$ cat src/abpm_pkg.sv
// Shared constants for the auxiliary bus pin multiplexer
package abpm_pkg;

  // Pin role codes in the pin function select field
  localparam logic [1:0] ROLE_BUS = 2'h0;
  localparam logic [1:0] ROLE_CS = 2'h1;
  localparam logic [1:0] ROLE_UART = 2'h2;

  // Bit positions in the modem control and status registers
  localparam int MCR_RTS_BIT = 2;
  localparam int MSR_DSR_BIT = 5;

  // Reset levels of the pin and status flip-flops
  localparam logic PIN_IDLE = 1'h1;
  localparam logic OE_OFF = 1'h1;
  localparam logic BIT_CLR = 1'h0;

  // Arbitration states, one-hot
  typedef enum logic [2:0] {
    ARB_IDLE = 3'h1,
    ARB_REQ = 3'h2,
    ARB_OWN = 3'h4
  } abpm_arb_t;

endpackage : abpm_pkg

$ cat src/abpm_bit_reg.sv
// Single reset-valued flip-flop for pin and status outputs
`timescale 1ns/100ps
`default_nettype none
module abpm_bit_reg #(
  parameter logic RST_VAL = 1'h0
) (
  // Clock and reset
  input wire logic clk_sys,
  input wire logic rstn,
  // Data
  input wire logic d,
  output logic q
);

  always_ff @(posedge clk_sys or negedge rstn) begin
    if (!rstn) begin
      q <= RST_VAL;
    end else begin
      q <= d;
    end
  end

endmodule : abpm_bit_reg
`default_nettype wire

$ cat src/abpm_pin_mux.sv
// Role multiplexing for the bus request and bus acknowledge pins
`timescale 1ns/100ps
`default_nettype none
module abpm_pin_mux (
  // Clock and reset
  input wire logic clk_sys,
  input wire logic rstn,
  // Pin function select
  input wire logic [1:0] req_pin_role,
  input wire logic [1:0] ack_pin_role,
  // Internal bus arbitration
  input wire logic bus_req,
  output logic bus_granted,
  // Chip select decoder
  input wire logic chip_select_six_n,
  input wire logic chip_select_seven_n,
  // UART modem control and status
  input wire logic [7:0] modem_ctrl,
  input wire logic loop_mode,
  output logic msr_dsr,
  output logic dsr_changed,
  // Pins
  output logic aux_bus_request_n,
  input wire logic aux_bus_ack_n_in,
  output logic aux_bus_ack_n_out,
  output logic aux_bus_ack_n_oe_n
);

  abpm_pkg::abpm_arb_t arb_q;
  abpm_pkg::abpm_arb_t arb_d;
  logic req_pin_d;
  logic ack_out_d;
  logic ack_oe_n_d;
  logic dsr_d;
  logic dsr_chg_d;
  logic dsr_chg_q;
  logic bus_mode;

  // Acknowledge only counts while both pins serve the auxiliary bus
  assign bus_mode = (req_pin_role == abpm_pkg::ROLE_BUS) && (ack_pin_role == abpm_pkg::ROLE_BUS);

  always_comb begin
    arb_d = arb_q;
    unique case (arb_q)
      abpm_pkg::ARB_IDLE: begin
        if (bus_mode && bus_req) begin
          arb_d = abpm_pkg::ARB_REQ;
        end
      end
      abpm_pkg::ARB_REQ: begin
        if (!bus_mode || !bus_req) begin
          arb_d = abpm_pkg::ARB_IDLE;
        end else if (!aux_bus_ack_n_in) begin
          arb_d = abpm_pkg::ARB_OWN;
        end
      end
      abpm_pkg::ARB_OWN: begin
        if (!bus_mode || !bus_req) begin
          arb_d = abpm_pkg::ARB_IDLE;
        end
      end
      default: begin
        arb_d = abpm_pkg::ARB_IDLE;
      end
    endcase
  end

  always_ff @(posedge clk_sys or negedge rstn) begin
    if (!rstn) begin
      arb_q <= abpm_pkg::ARB_IDLE;
      dsr_chg_q <= abpm_pkg::BIT_CLR;
    end else begin
      arb_q <= arb_d;
      dsr_chg_q <= dsr_chg_d;
    end
  end

  assign bus_granted = (arb_q == abpm_pkg::ARB_OWN);
  assign dsr_changed = dsr_chg_q;

  // Pin one level
  always_comb begin
    req_pin_d = abpm_pkg::PIN_IDLE;
    unique case (req_pin_role)
      abpm_pkg::ROLE_BUS: req_pin_d = (arb_d == abpm_pkg::ARB_IDLE);
      abpm_pkg::ROLE_CS: req_pin_d = chip_select_six_n;
      abpm_pkg::ROLE_UART: begin
        // Loop mode wins over the control bit
        req_pin_d = loop_mode | ~modem_ctrl[abpm_pkg::MCR_RTS_BIT];
      end
      default: req_pin_d = abpm_pkg::PIN_IDLE;
    endcase
  end

  // Pin two drive and status bit; input roles leave the pin undriven
  always_comb begin
    ack_out_d = abpm_pkg::PIN_IDLE;
    ack_oe_n_d = abpm_pkg::OE_OFF;
    dsr_d = abpm_pkg::BIT_CLR;
    unique case (ack_pin_role)
      abpm_pkg::ROLE_CS: begin
        ack_out_d = chip_select_seven_n;
        ack_oe_n_d = ~abpm_pkg::OE_OFF;
      end
      abpm_pkg::ROLE_UART: dsr_d = ~aux_bus_ack_n_in;
      default: dsr_d = abpm_pkg::BIT_CLR;
    endcase
    dsr_chg_d = (dsr_d != msr_dsr);
  end

  abpm_bit_reg #(.RST_VAL(abpm_pkg::PIN_IDLE)) u_req_pin (
    .clk_sys(clk_sys),
    .rstn(rstn),
    .d(req_pin_d),
    .q(aux_bus_request_n)
  );

  abpm_bit_reg #(.RST_VAL(abpm_pkg::PIN_IDLE)) u_ack_out (
    .clk_sys(clk_sys),
    .rstn(rstn),
    .d(ack_out_d),
    .q(aux_bus_ack_n_out)
  );

  abpm_bit_reg #(.RST_VAL(abpm_pkg::OE_OFF)) u_ack_oe (
    .clk_sys(clk_sys),
    .rstn(rstn),
    .d(ack_oe_n_d),
    .q(aux_bus_ack_n_oe_n)
  );

  abpm_bit_reg #(.RST_VAL(abpm_pkg::BIT_CLR)) u_dsr (
    .clk_sys(clk_sys),
    .rstn(rstn),
    .d(dsr_d),
    .q(msr_dsr)
  );
endmodule : abpm_pin_mux
`default_nettype wire

$ cat config.mk
export PLATFORM = sky130hd
export DESIGN_NAME = abpm_pin_mux
export DESIGN_NICKNAME = d
export VERILOG_FILES = /design/src/abpm_pkg.sv /design/src/abpm_bit_reg.sv /design/src/abpm_pin_mux.sv
export SDC_FILE = /design/constraint.sdc
export NUM_CORES = 1
export LEC_CHECK = 0
export ABC_AREA = 1
export BUFFER_PORTS_ARGS = -buffer_cell sky130_fd_sc_hd__buf_2
export CAP_MARGIN = 20
export CORE_AREA = 2 2 39 41
export DETAILED_ROUTE_END_ITERATION = 8
export DIE_AREA = 0 0 41 43
export SLEW_MARGIN = 30
export SYNTH_ARGS = -nofsm -noshare
export SYNTH_HDL_FRONTEND = slang
export SYNTH_HIERARCHICAL = 1
export SYNTH_SLANG_ARGS = --single-unit
$ cat constraint.sdc
create_clock -name clk_sys -period 1.25 [get_ports clk_sys]
set_input_delay 0.0625 -clock clk_sys [delete_from_list [all_inputs] [get_ports clk_sys]]
set_output_delay 0.0625 -clock clk_sys [all_outputs]
set_load 0.03 [all_outputs]
Word level (Yosys, flattened, before mapping)
Cells that the tools add are included.

word-level totals
  register bits = 8

operators by class
  multiplexer cells = 9
  eq/ne operators = 9
  reduce and logical (&&, ||, !) cells = 7
  bitwise logic cells = 3

operators by type and width
  kind                  number
  $mux W3               4
  $pmux W3 S3           1
  $eq A3 B1 Y1 const B  2
  $eq A2 B1 Y1 const B  2
  $eq A2 B2 Y1 const B  2
  $logic_not A2 Y1      2
  $eq A3 B2 Y1 const B  1
  $eq A3 B3 Y1 const B  1
  $mux W1               3
  $pmux W1 S3           1
  $logic_and A1 B1 Y1   2
  $logic_not A1 Y1      2
  $not A1 Y1            2
  $logic_or A1 B1 Y1    1
  $ne A1 B1 Y1          1
  $or A1 B1 Y1          1

Depth between registers and ports, before layout
Gate-level depths: netlist (run 1).

  depth after elaboration = 8
  depth in mapped cells = 6
  depth with buffers taken out = 6

Modules after synthesis
The synthesis (run 1) kept the hierarchy.

by module, submodules not included
  module                        area an instance (µm²)  instances  cells each
  abpm_pin_mux                  272.8                   1          39
  abpm_bit_reg at u_ack_oe ...  26.3                    3          1
  abpm_bit_reg at u_dsr         25.0                    1          1

Least setup slack after synthesis (run 1)
No wires, ideal clock.

  path kind = reg-to-reg
  from = reg arb_q[0]
  to = reg arb_q[2]
  setup time = 117 ps
  period minus slack after synthesis = 1,056 ps
  slack = 194 ps
  data arrival time = 939 ps
  stages on the path, launching flop included = 6
  required time = 1,133 ps
  cell sequence = dfstp_2 nor2_1 nand2_1 inv_1 nor2_1 nor2_1

between the ends
  word-level cells in the longest chain between the ends = 2
  elaborated cells between the ends (all ways) = 4
  classes of those cells = eq/ne (3); mux (1)

RTL lines
  element                 RTL line            source
  from (decl)             abpm_pin_mux.sv:29  abpm_pkg::abpm_arb_t arb_q;
  from (signal assigned)  abpm_pin_mux.sv:70  arb_q <= abpm_pkg::ARB_IDLE;
  from (signal assigned)  abpm_pin_mux.sv:73  arb_q <= arb_d;
  $eq A3 B3 Y1            --
  via bus_granted         abpm_pin_mux.sv:13  output logic bus_granted,
  $pmux W3 S3             abpm_pin_mux.sv:44  unique case (arb_q)
  via arb_d[2]            abpm_pin_mux.sv:30  abpm_pkg::abpm_arb_t arb_d;

The timed path passes the listed nets, and every way through them passes these cells.

Worst setup path in the final report (run 1)
  from = reg arb_q[0]
  to = out bus_granted

between the ends
  word-level cells in the longest chain between the ends = 1

RTL lines
  element       RTL line            source
  $eq A3 B3 Y1  abpm_pin_mux.sv:78  assign bus_granted = (arb_q == abpm_pkg::ARB_OWN);
  to (decl)     abpm_pin_mux.sv:13

No other way between the ends.

==> impl_metrics.prom, run 1 <==
# TYPE chip_impl_metric gauge
chip_impl_metric{name="antenna_violating_nets_post_route",unit=""} 0
chip_impl_metric{name="grt_antenna_before_repair",unit=""} 0
chip_impl_info{name="gr-max-usage-layer",value="met2"} 1
chip_impl_info{name="critical_path_class",value="reg -> out"} 1
chip_impl_info{name="largest_family_of_logic_cells_by_synthesized_area",value="simple AND/OR/NAND/NOR gates"} 1
chip_impl_metric{name="cp.required",unit="ns"} 1.19
chip_impl_metric{name="netlist.area_leader.share",unit="%"} 27.9
chip_impl_metric{name="static-leakage-power",unit="nW"} 0.300
chip_impl_metric{name="cp.buffers_inverters",unit=""} 2
chip_impl_metric{name="grt_util_met2",unit="%"} 14.7
chip_impl_metric{name="global_route_wire_length_before_repair",unit="microns"} 1020
chip_impl_metric{name="effective_utilization_at_floorplan",unit="%"} 27.2
chip_impl_metric{name="fraction_of_the_mapped_netlist_area_in_compound_gates",unit="%"} 3.32
chip_impl_metric{name="synthXorXnorAreaFrac",unit="%"} 2.33
chip_impl_metric{name="fmax",unit="MHz"} 834
chip_impl_metric{name="met3_usage",unit="%"} 1.57
chip_impl_metric{name="area_delta_synth_final",unit="%"} 43.5
chip_impl_info{name="crit_path_start_kind",value="flip-flop"} 1
chip_impl_metric{name="power_density",unit="nW/um^2"} 1070
chip_impl_metric{name="synth.mux.area_fraction",unit="%"} 0
chip_impl_info{name="worst_path_max_delay_cell",value="dfstp_2"} 1
chip_impl_info{name="tritoncts",value="yes"} 1
chip_impl_metric{name="drt_first_pass_iters",unit=""} 2
chip_impl_metric{name="detailedRoute.firstIterationViolations",unit=""} 2
chip_impl_metric{name="max_stage_delay",unit="ns"} 0.53
chip_impl_metric{name="ys_types",unit=""} 15
chip_impl_metric{name="synth_simple_gate_area_share",unit="%"} 29.9
chip_impl_info{name="synth.most_common_cell",value="inv_1"} 1
chip_impl_metric{name="slew-limit-headroom",unit="%"} 88.1
chip_impl_info{name="hold_path_class",value="in -> reg"} 1
chip_impl_metric{name="finalWorstPathRequiredPeriod",unit="ns"} 1.20
chip_impl_metric{name="ir_drop",unit="mV"} 0.366
chip_impl_metric{name="antenna_cells",unit=""} 0
chip_impl_metric{name="die-area",unit="sq um"} 1760
chip_impl_metric{name="ctsLongestPathBuffers",unit=""} 2
chip_impl_info{name="root_buffer",value="clkbuf_4"} 1
chip_impl_metric{name="mappedNetlistArea",unit="sq um"} 377
chip_impl_metric{name="clkLatencyLatePin",unit="ns"} 0.26
chip_impl_info{name="worst_setup_end_kind",value="output port"} 1
chip_impl_info{name="worstPathCellList",value="nor2_1 -> nand2_1 -> inv_1 -> buf_4"} 1
chip_impl_metric{name="maxCapViolations",unit=""} 0
chip_impl_metric{name="die_w",unit="microns"} 41
chip_impl_metric{name="setup_viol",unit=""} 0
chip_impl_metric{name="synth.net_count",unit=""} 62
chip_impl_metric{name="synth_adder_area_share",unit="%"} 0
chip_impl_metric{name="max_slew.worst_pin.slew",unit="ns"} 0.179
chip_impl_info{name="yosys-top-cells-count",value="inv_1, nor2_1, nand2_1"} 1
chip_impl_metric{name="synth.avg_cell_area",unit="sq um"} 8.76
chip_impl_metric{name="vias_per_cell",unit=""} 3.90
chip_impl_metric{name="port_buffer_count",unit=""} 17
chip_impl_info{name="synth.top_cells.by_area",value="dfstp_2, dfrtp_1, inv_1"} 1
chip_impl_metric{name="setup-tns-final",unit="ns"} 0
chip_impl_metric{name="via_count",unit=""} 324
chip_impl_info{name="crit_family",value="flip-flops"} 1
chip_impl_metric{name="final_cycle_utilization_of_the_critical_path",unit="%"} 96.0
chip_impl_info{name="dominant_cell_type_by_area_after_synthesis",value="dfstp_2"} 1
chip_impl_metric{name="edff_count_synth",unit=""} 0
chip_impl_metric{name="ctsHtreeMaxLevel",unit=""} 1
chip_impl_metric{name="total_grt_usage",unit="%"} 9.18
chip_impl_metric{name="slew_viol_final",unit=""} 0
chip_impl_metric{name="wirelength",unit="microns"} 723
chip_impl_metric{name="synth-seq-cells",unit=""} 8
chip_impl_metric{name="gr-total-overflow",unit=""} 0
chip_impl_metric{name="largest_fanout_of_any_net_on_the_critical_path",unit=""} 3
chip_impl_metric{name="syn-instance-count",unit=""} 43
chip_impl_metric{name="final_nets",unit=""} 87
chip_impl_info{name="synth_flop_cell",value="dfstp_2"} 1
chip_impl_metric{name="clk_pin_slew",unit="ns"} 0.06
chip_impl_metric{name="grt_start_max_net_pins",unit=""} 9
chip_impl_info{name="critical_path.reg2reg.startpoint",value="arb_q[0]$_DFF_PN1_"} 1
chip_impl_metric{name="grt_util_met1",unit="%"} 9.48
chip_impl_metric{name="yosysWarnings",unit=""} 6
chip_impl_metric{name="post-dp-hpwl",unit="microns"} 607
chip_impl_metric{name="drcViolationCount",unit=""} 0
chip_impl_metric{name="finalHoldViolCount",unit=""} 0
chip_impl_metric{name="clkSinkCount",unit=""} 8
chip_impl_info{name="worst_setup_path_start",value="arb_q[0]$_DFF_PN1_"} 1
chip_impl_metric{name="std_cell_rows",unit=""} 14
chip_impl_metric{name="final.setup_skew",unit="ns"} 0.00655
chip_impl_info{name="run_status",value="finished clean"} 1
chip_impl_metric{name="synth_seq_area_share",unit="%"} 54.5
chip_impl_metric{name="design.core.area",unit="sq um"} 1380
chip_impl_info{name="timing.hold.worst.start",value="ack_pin_role[1]"} 1
chip_impl_metric{name="num_io_pins",unit=""} 25
chip_impl_metric{name="dieHeight",unit="microns"} 43
chip_impl_metric{name="first_global_vias",unit=""} 265
chip_impl_info{name="grt_setup_unrepaired",value="false"} 1
chip_impl_metric{name="gp_routability_congestion",unit=""} 0.582
chip_impl_metric{name="fin_util",unit="%"} 39.1
chip_impl_metric{name="crit_arrival",unit="ns"} 1.14
chip_impl_metric{name="post_route_cells_drive_above_1_share",unit="%"} 44.8
chip_impl_metric{name="wl_per_cell",unit="microns"} 8.71
chip_impl_metric{name="tritoncts.num_buffers",unit=""} 3
chip_impl_metric{name="async_reset_ff_share",unit="%"} 100
-- area by class of cell --
cell class,instances,area [sq um]
Tap cell,16,20.0
Inverter,10,37.5
Timing Repair Buffer,20,118
Clock buffer,4,26.3
Sequential cell,8,205
Fill cell,148,843
Multi-Input combinational cell,25,134
-- worst reg2reg max path, stage by stage (launching register included) --
cell	delay, ns
dfstp_2	0.53
nand3b_1	0.16
nand3_2	0.11
nand2_4	0.09
nand2_2	0.04
nand2_1	0.06
-- routing by layer --
metal  part of all wire [%]  up-vias
met5                      0        -
met4                    2.6        0
met3                    8.7        2
met2                     49       14
met1                     40      135
li1                       -      173
-- logic make-up (layout without fill, tap and decap cells) --
logic type | after synthesis | after routing
AOI/OAI and AO/OA | 2 | 2
xor gates and xnor gates | 1 | 1
buffers and inverters | 10 | 34
DFF | 8 | 8
and+or+nand+nor | 22 | 22
-- registers in the layout, summed over array words and instances (netlist names) --
register and cells:
dsr_changed 1, arb_q 3, u_ack_out/q 1, u_req_pin/q 1
u_ack_oe/q 1, u_dsr/q 1
-- worst paths after layout --
path	to	slack (ns)	cells after the start
max in group asynchronous	u_ack_out/q$_DFF_PN1_	0.84	2
min reg2reg	dsr_changed$_DFF_PN0_	0.51	1
min	u_ack_oe/q$_DFF_PN1_	0.04	3
min in group asynchronous	arb_q[2]$_DFF_PN0_	0.17	2
max	bus_granted	0.05	4
max reg2reg	u_req_pin/q$_DFF_PN1_	0.19	5
-- where the power goes --
part	switching (W)	internal (W)
clock network	0.0000934	0.000122
registers	0.00000343	0.000274
logic	0.0000500	0.0000362
total	0.000147	0.000433
-- metrics by stage --
stage	instances	hold WS (ns)	total power, W	instance area, sq um	worst slack [ns]
final	83	0.0378	0.000579	541	0.0506
after CTS	83	0.0356	0.000585	538	0.0353
after global routing	83	0.0565	0.000607	541	0.00356
after global placement	76	-0.0922	0.000360	482	0.216
after floorplan	43	-0.233	0.000327	377	0.194
after detailed placement	76	-0.0890	0.000362	482	0.205
-- what timing repair did --
action,CTS,global route
hold buffers,3,0
hold endpoints to repair,10,0
gates resized for setup,0,2
setup buffers,0,0
setup endpoints to repair,0,1
-- placed cells by master, fill, tap and decap left out, drive strengths merged --
cell	synthesis	final
buf	0	17
inv	10	10
nor2	10	10
nand2	7	7
dfstp	4	4
dfrtp	4	4
clkbuf	0	4
dlygate4sd3	0	3
nand3	3	3
nand3b	1	1
o21a	1	1
a21oi	1	1
xnor2	1	1
or2	1	1
Note: power is estimated with default switching activity, not from simulation.
==> run 2: changes to the inputs <==
==> constraint.sdc (replaced) <==
create_clock -name clk_sys -period 1.2 [get_ports clk_sys]
set_input_delay 0.06 -clock clk_sys [delete_from_list [all_inputs] [get_ports clk_sys]]
set_output_delay 0.06 -clock clk_sys [all_outputs]
set_load 0.03 [all_outputs]
==> impl_metrics.prom, run 2 (synthesis results as in run 1) <==
# TYPE chip_impl_metric gauge
chip_impl_info{name="run_status",value="finished clean"} 1
chip_impl_metric{name="post_route_cells_drive_above_1_share",unit="%"} 47.1
chip_impl_metric{name="setup_viol",unit=""} 0
chip_impl_metric{name="final_nets",unit=""} 88
chip_impl_metric{name="clkLatencyLatePin",unit="ns"} 0.26
chip_impl_metric{name="max_slew.worst_pin.slew",unit="ns"} 0.179
chip_impl_metric{name="power_density",unit="nW/um^2"} 1090
chip_impl_info{name="grt_setup_unrepaired",value="false"} 1
chip_impl_metric{name="grt_start_max_net_pins",unit=""} 9
chip_impl_metric{name="number_of_flip_flops_in_the_largest_register",unit=""} 3
chip_impl_metric{name="finalHoldViolCount",unit=""} 0
chip_impl_info{name="worst_path_max_delay_cell",value="dfstp_2"} 1
chip_impl_metric{name="fin_total_pwr",unit="W"} 0.000604
chip_impl_metric{name="gp_routability_congestion",unit=""} 0.582
chip_impl_metric{name="clkSinkCount",unit=""} 8
chip_impl_metric{name="drcViolationCount",unit=""} 0
chip_impl_metric{name="layout.filler_cells",unit=""} 149
chip_impl_metric{name="final_cycle_utilization_of_the_critical_path",unit="%"} 96.6
chip_impl_metric{name="post-dp-hpwl",unit="microns"} 607
chip_impl_info{name="worstPathCellList",value="nor2_1 -> nand2_1 -> inv_2 -> buf_6"} 1
chip_impl_metric{name="num_io_pins",unit=""} 25
chip_impl_metric{name="std_cell_rows",unit=""} 14
chip_impl_metric{name="area_delta_synth_final",unit="%"} 46.5
chip_impl_metric{name="antenna_cells",unit=""} 0
chip_impl_metric{name="gr-total-overflow",unit=""} 0
chip_impl_metric{name="largest_fanout_of_any_net_on_the_critical_path",unit=""} 3
chip_impl_info{name="worst_setup_end_kind",value="output port"} 1
chip_impl_metric{name="finalWorstPathRequiredPeriod",unit="ns"} 1.16
chip_impl_info{name="tritoncts",value="yes"} 1
chip_impl_metric{name="cp.required",unit="ns"} 1.14
chip_impl_info{name="hold_path_class",value="in -> reg"} 1
chip_impl_info{name="root_buffer",value="clkbuf_4"} 1
chip_impl_info{name="critical_path_class",value="reg -> out"} 1
chip_impl_metric{name="slew-limit-headroom",unit="%"} 88.1
chip_impl_metric{name="maxCapViolations",unit=""} 0
chip_impl_metric{name="port_buffer_count",unit=""} 17
chip_impl_metric{name="ctsHtreeMaxLevel",unit=""} 1
chip_impl_metric{name="fin_util",unit="%"} 39.9
chip_impl_info{name="max_flop_register",value="arb_q"} 1
chip_impl_metric{name="global_route_wire_length_before_repair",unit="microns"} 1040
chip_impl_metric{name="die_w",unit="microns"} 41
chip_impl_metric{name="ctsLongestPathBuffers",unit=""} 2
chip_impl_metric{name="first_global_vias",unit=""} 274
chip_impl_info{name="most-common-layout-cells",value="buf_2, inv_1, nor2_1, nand2_1"} 1
chip_impl_metric{name="wirelength",unit="microns"} 739
chip_impl_metric{name="ir_drop",unit="mV"} 0.381
chip_impl_metric{name="crit_arrival",unit="ns"} 1.10
chip_impl_info{name="mostFrequentLayoutCell",value="buf_2"} 1
chip_impl_metric{name="fin_worst_hold_slack",unit="ns"} 0.0350
chip_impl_metric{name="tritoncts.num_buffers",unit=""} 3
chip_impl_metric{name="wl_per_cell",unit="microns"} 8.80
chip_impl_metric{name="via_count",unit=""} 329
chip_impl_metric{name="drt_first_pass_iters",unit=""} 2
chip_impl_metric{name="antenna_violating_nets_post_route",unit=""} 0
chip_impl_metric{name="effective_utilization_at_floorplan",unit="%"} 27.2
chip_impl_metric{name="max_stage_delay",unit="ns"} 0.53
chip_impl_metric{name="clk_pin_slew",unit="ns"} 0.06
chip_impl_metric{name="dieHeight",unit="microns"} 43
chip_impl_metric{name="fmax",unit="MHz"} 863
chip_impl_metric{name="grt_antenna_before_repair",unit=""} 0
chip_impl_metric{name="total_grt_usage",unit="%"} 9.28
chip_impl_metric{name="slew_viol_final",unit=""} 0
chip_impl_metric{name="detailedRoute.firstIterationViolations",unit=""} 2
chip_impl_metric{name="vias_per_cell",unit=""} 3.92
chip_impl_metric{name="static-leakage-power",unit="nW"} 0.302
chip_impl_metric{name="design.core.area",unit="sq um"} 1380
chip_impl_metric{name="final.setup_skew",unit="ns"} 0.00661
chip_impl_metric{name="setup-tns-final",unit="ns"} 0
chip_impl_metric{name="die-area",unit="sq um"} 1760
chip_impl_info{name="crit_path_start_kind",value="flip-flop"} 1
[run 2: cell count changes in the layout (fill, tap and decap cells not counted), sizes merged]
cell	previous run	this run
buf	17	18
[run 2: stage by stage]
stage / worst slack, ns / cells / instance area [sq um]
2_1_floorplan: 0.144 / 43 / 377
3_3_place_gp: 0.166 / 76 / 482
3_5_place_dp: 0.155 / 76 / 482
4_1_cts: 0.0154 / 84 / 548
5_1_grt: 0.00151 / 84 / 552
6_report: 0.0410 / 84 / 552
[run 2: path summary, 6_finish.rpt]
check | startpoint | to | slack, ns | depth (start not counted)
hold / removal | ack_pin_role[1] | u_ack_oe/q$_DFF_PN1_ | 0.04 | 3
setup / recovery | arb_q[0]$_DFF_PN1_ | bus_granted | 0.04 | 4
setup reg to reg | arb_q[0]$_DFF_PN1_ | u_req_pin/q$_DFF_PN1_ | 0.08 | 7
min in group asynchronous | rstn | arb_q[2]$_DFF_PN0_ | 0.16 | 2
max in group asynchronous | rstn | u_ack_out/q$_DFF_PN1_ | 0.79 | 2
hold reg to reg | u_dsr/q$_DFF_PN0_ | dsr_changed$_DFF_PN0_ | 0.52 | 1
[run 2: final cells by class]
class	instances	area [sq um]	area share [%]
Multi-Input combinational cell	25	134	24.3
Tap cell	16	20.0	3.63
Inverter	10	37.5	6.80
Sequential cell	8	205	37.2
Timing Repair Buffer	21	129	23.4
Clock buffer	4	26.3	4.76
[run 2: power breakdown]
group          total (W)  internal [W]  switching [W]
registers       0.000289      0.000285     0.00000358
clock network   0.000225      0.000128      0.0000976
logic          0.0000897     0.0000377      0.0000520
[run 2: repair_timing]
| item | in CTS | in global routing |
|---|---|---|
| pin swaps | 0 | 0 |
| endpoints found under the setup margin | 1 | 1 |
| hold buffers | 3 | 0 |
| hold endpoints to repair | 10 | 0 |
| resized for setup | 1 | 2 |
| buffers inserted | 1 | 0 |
[run 2: critical path, delay by kind of cell, from the launching register on]
kind                   cells  cell delay, ns
and+or+nand+nor            2            0.13
DFF                        1            0.53
buffers and inverters      2            0.18
[run 2: per-layer routing]
layer / global-route usage (%) / vias up / share of wire [%]
met1: 9.48 / 137 / 40
met2: 15.0 / 14 / 48
met3: 1.57 / 2 / 8.5
met5: 0 / - / 0
li1: - / 176 / -
met4: 8.00 / 0 / 2.6
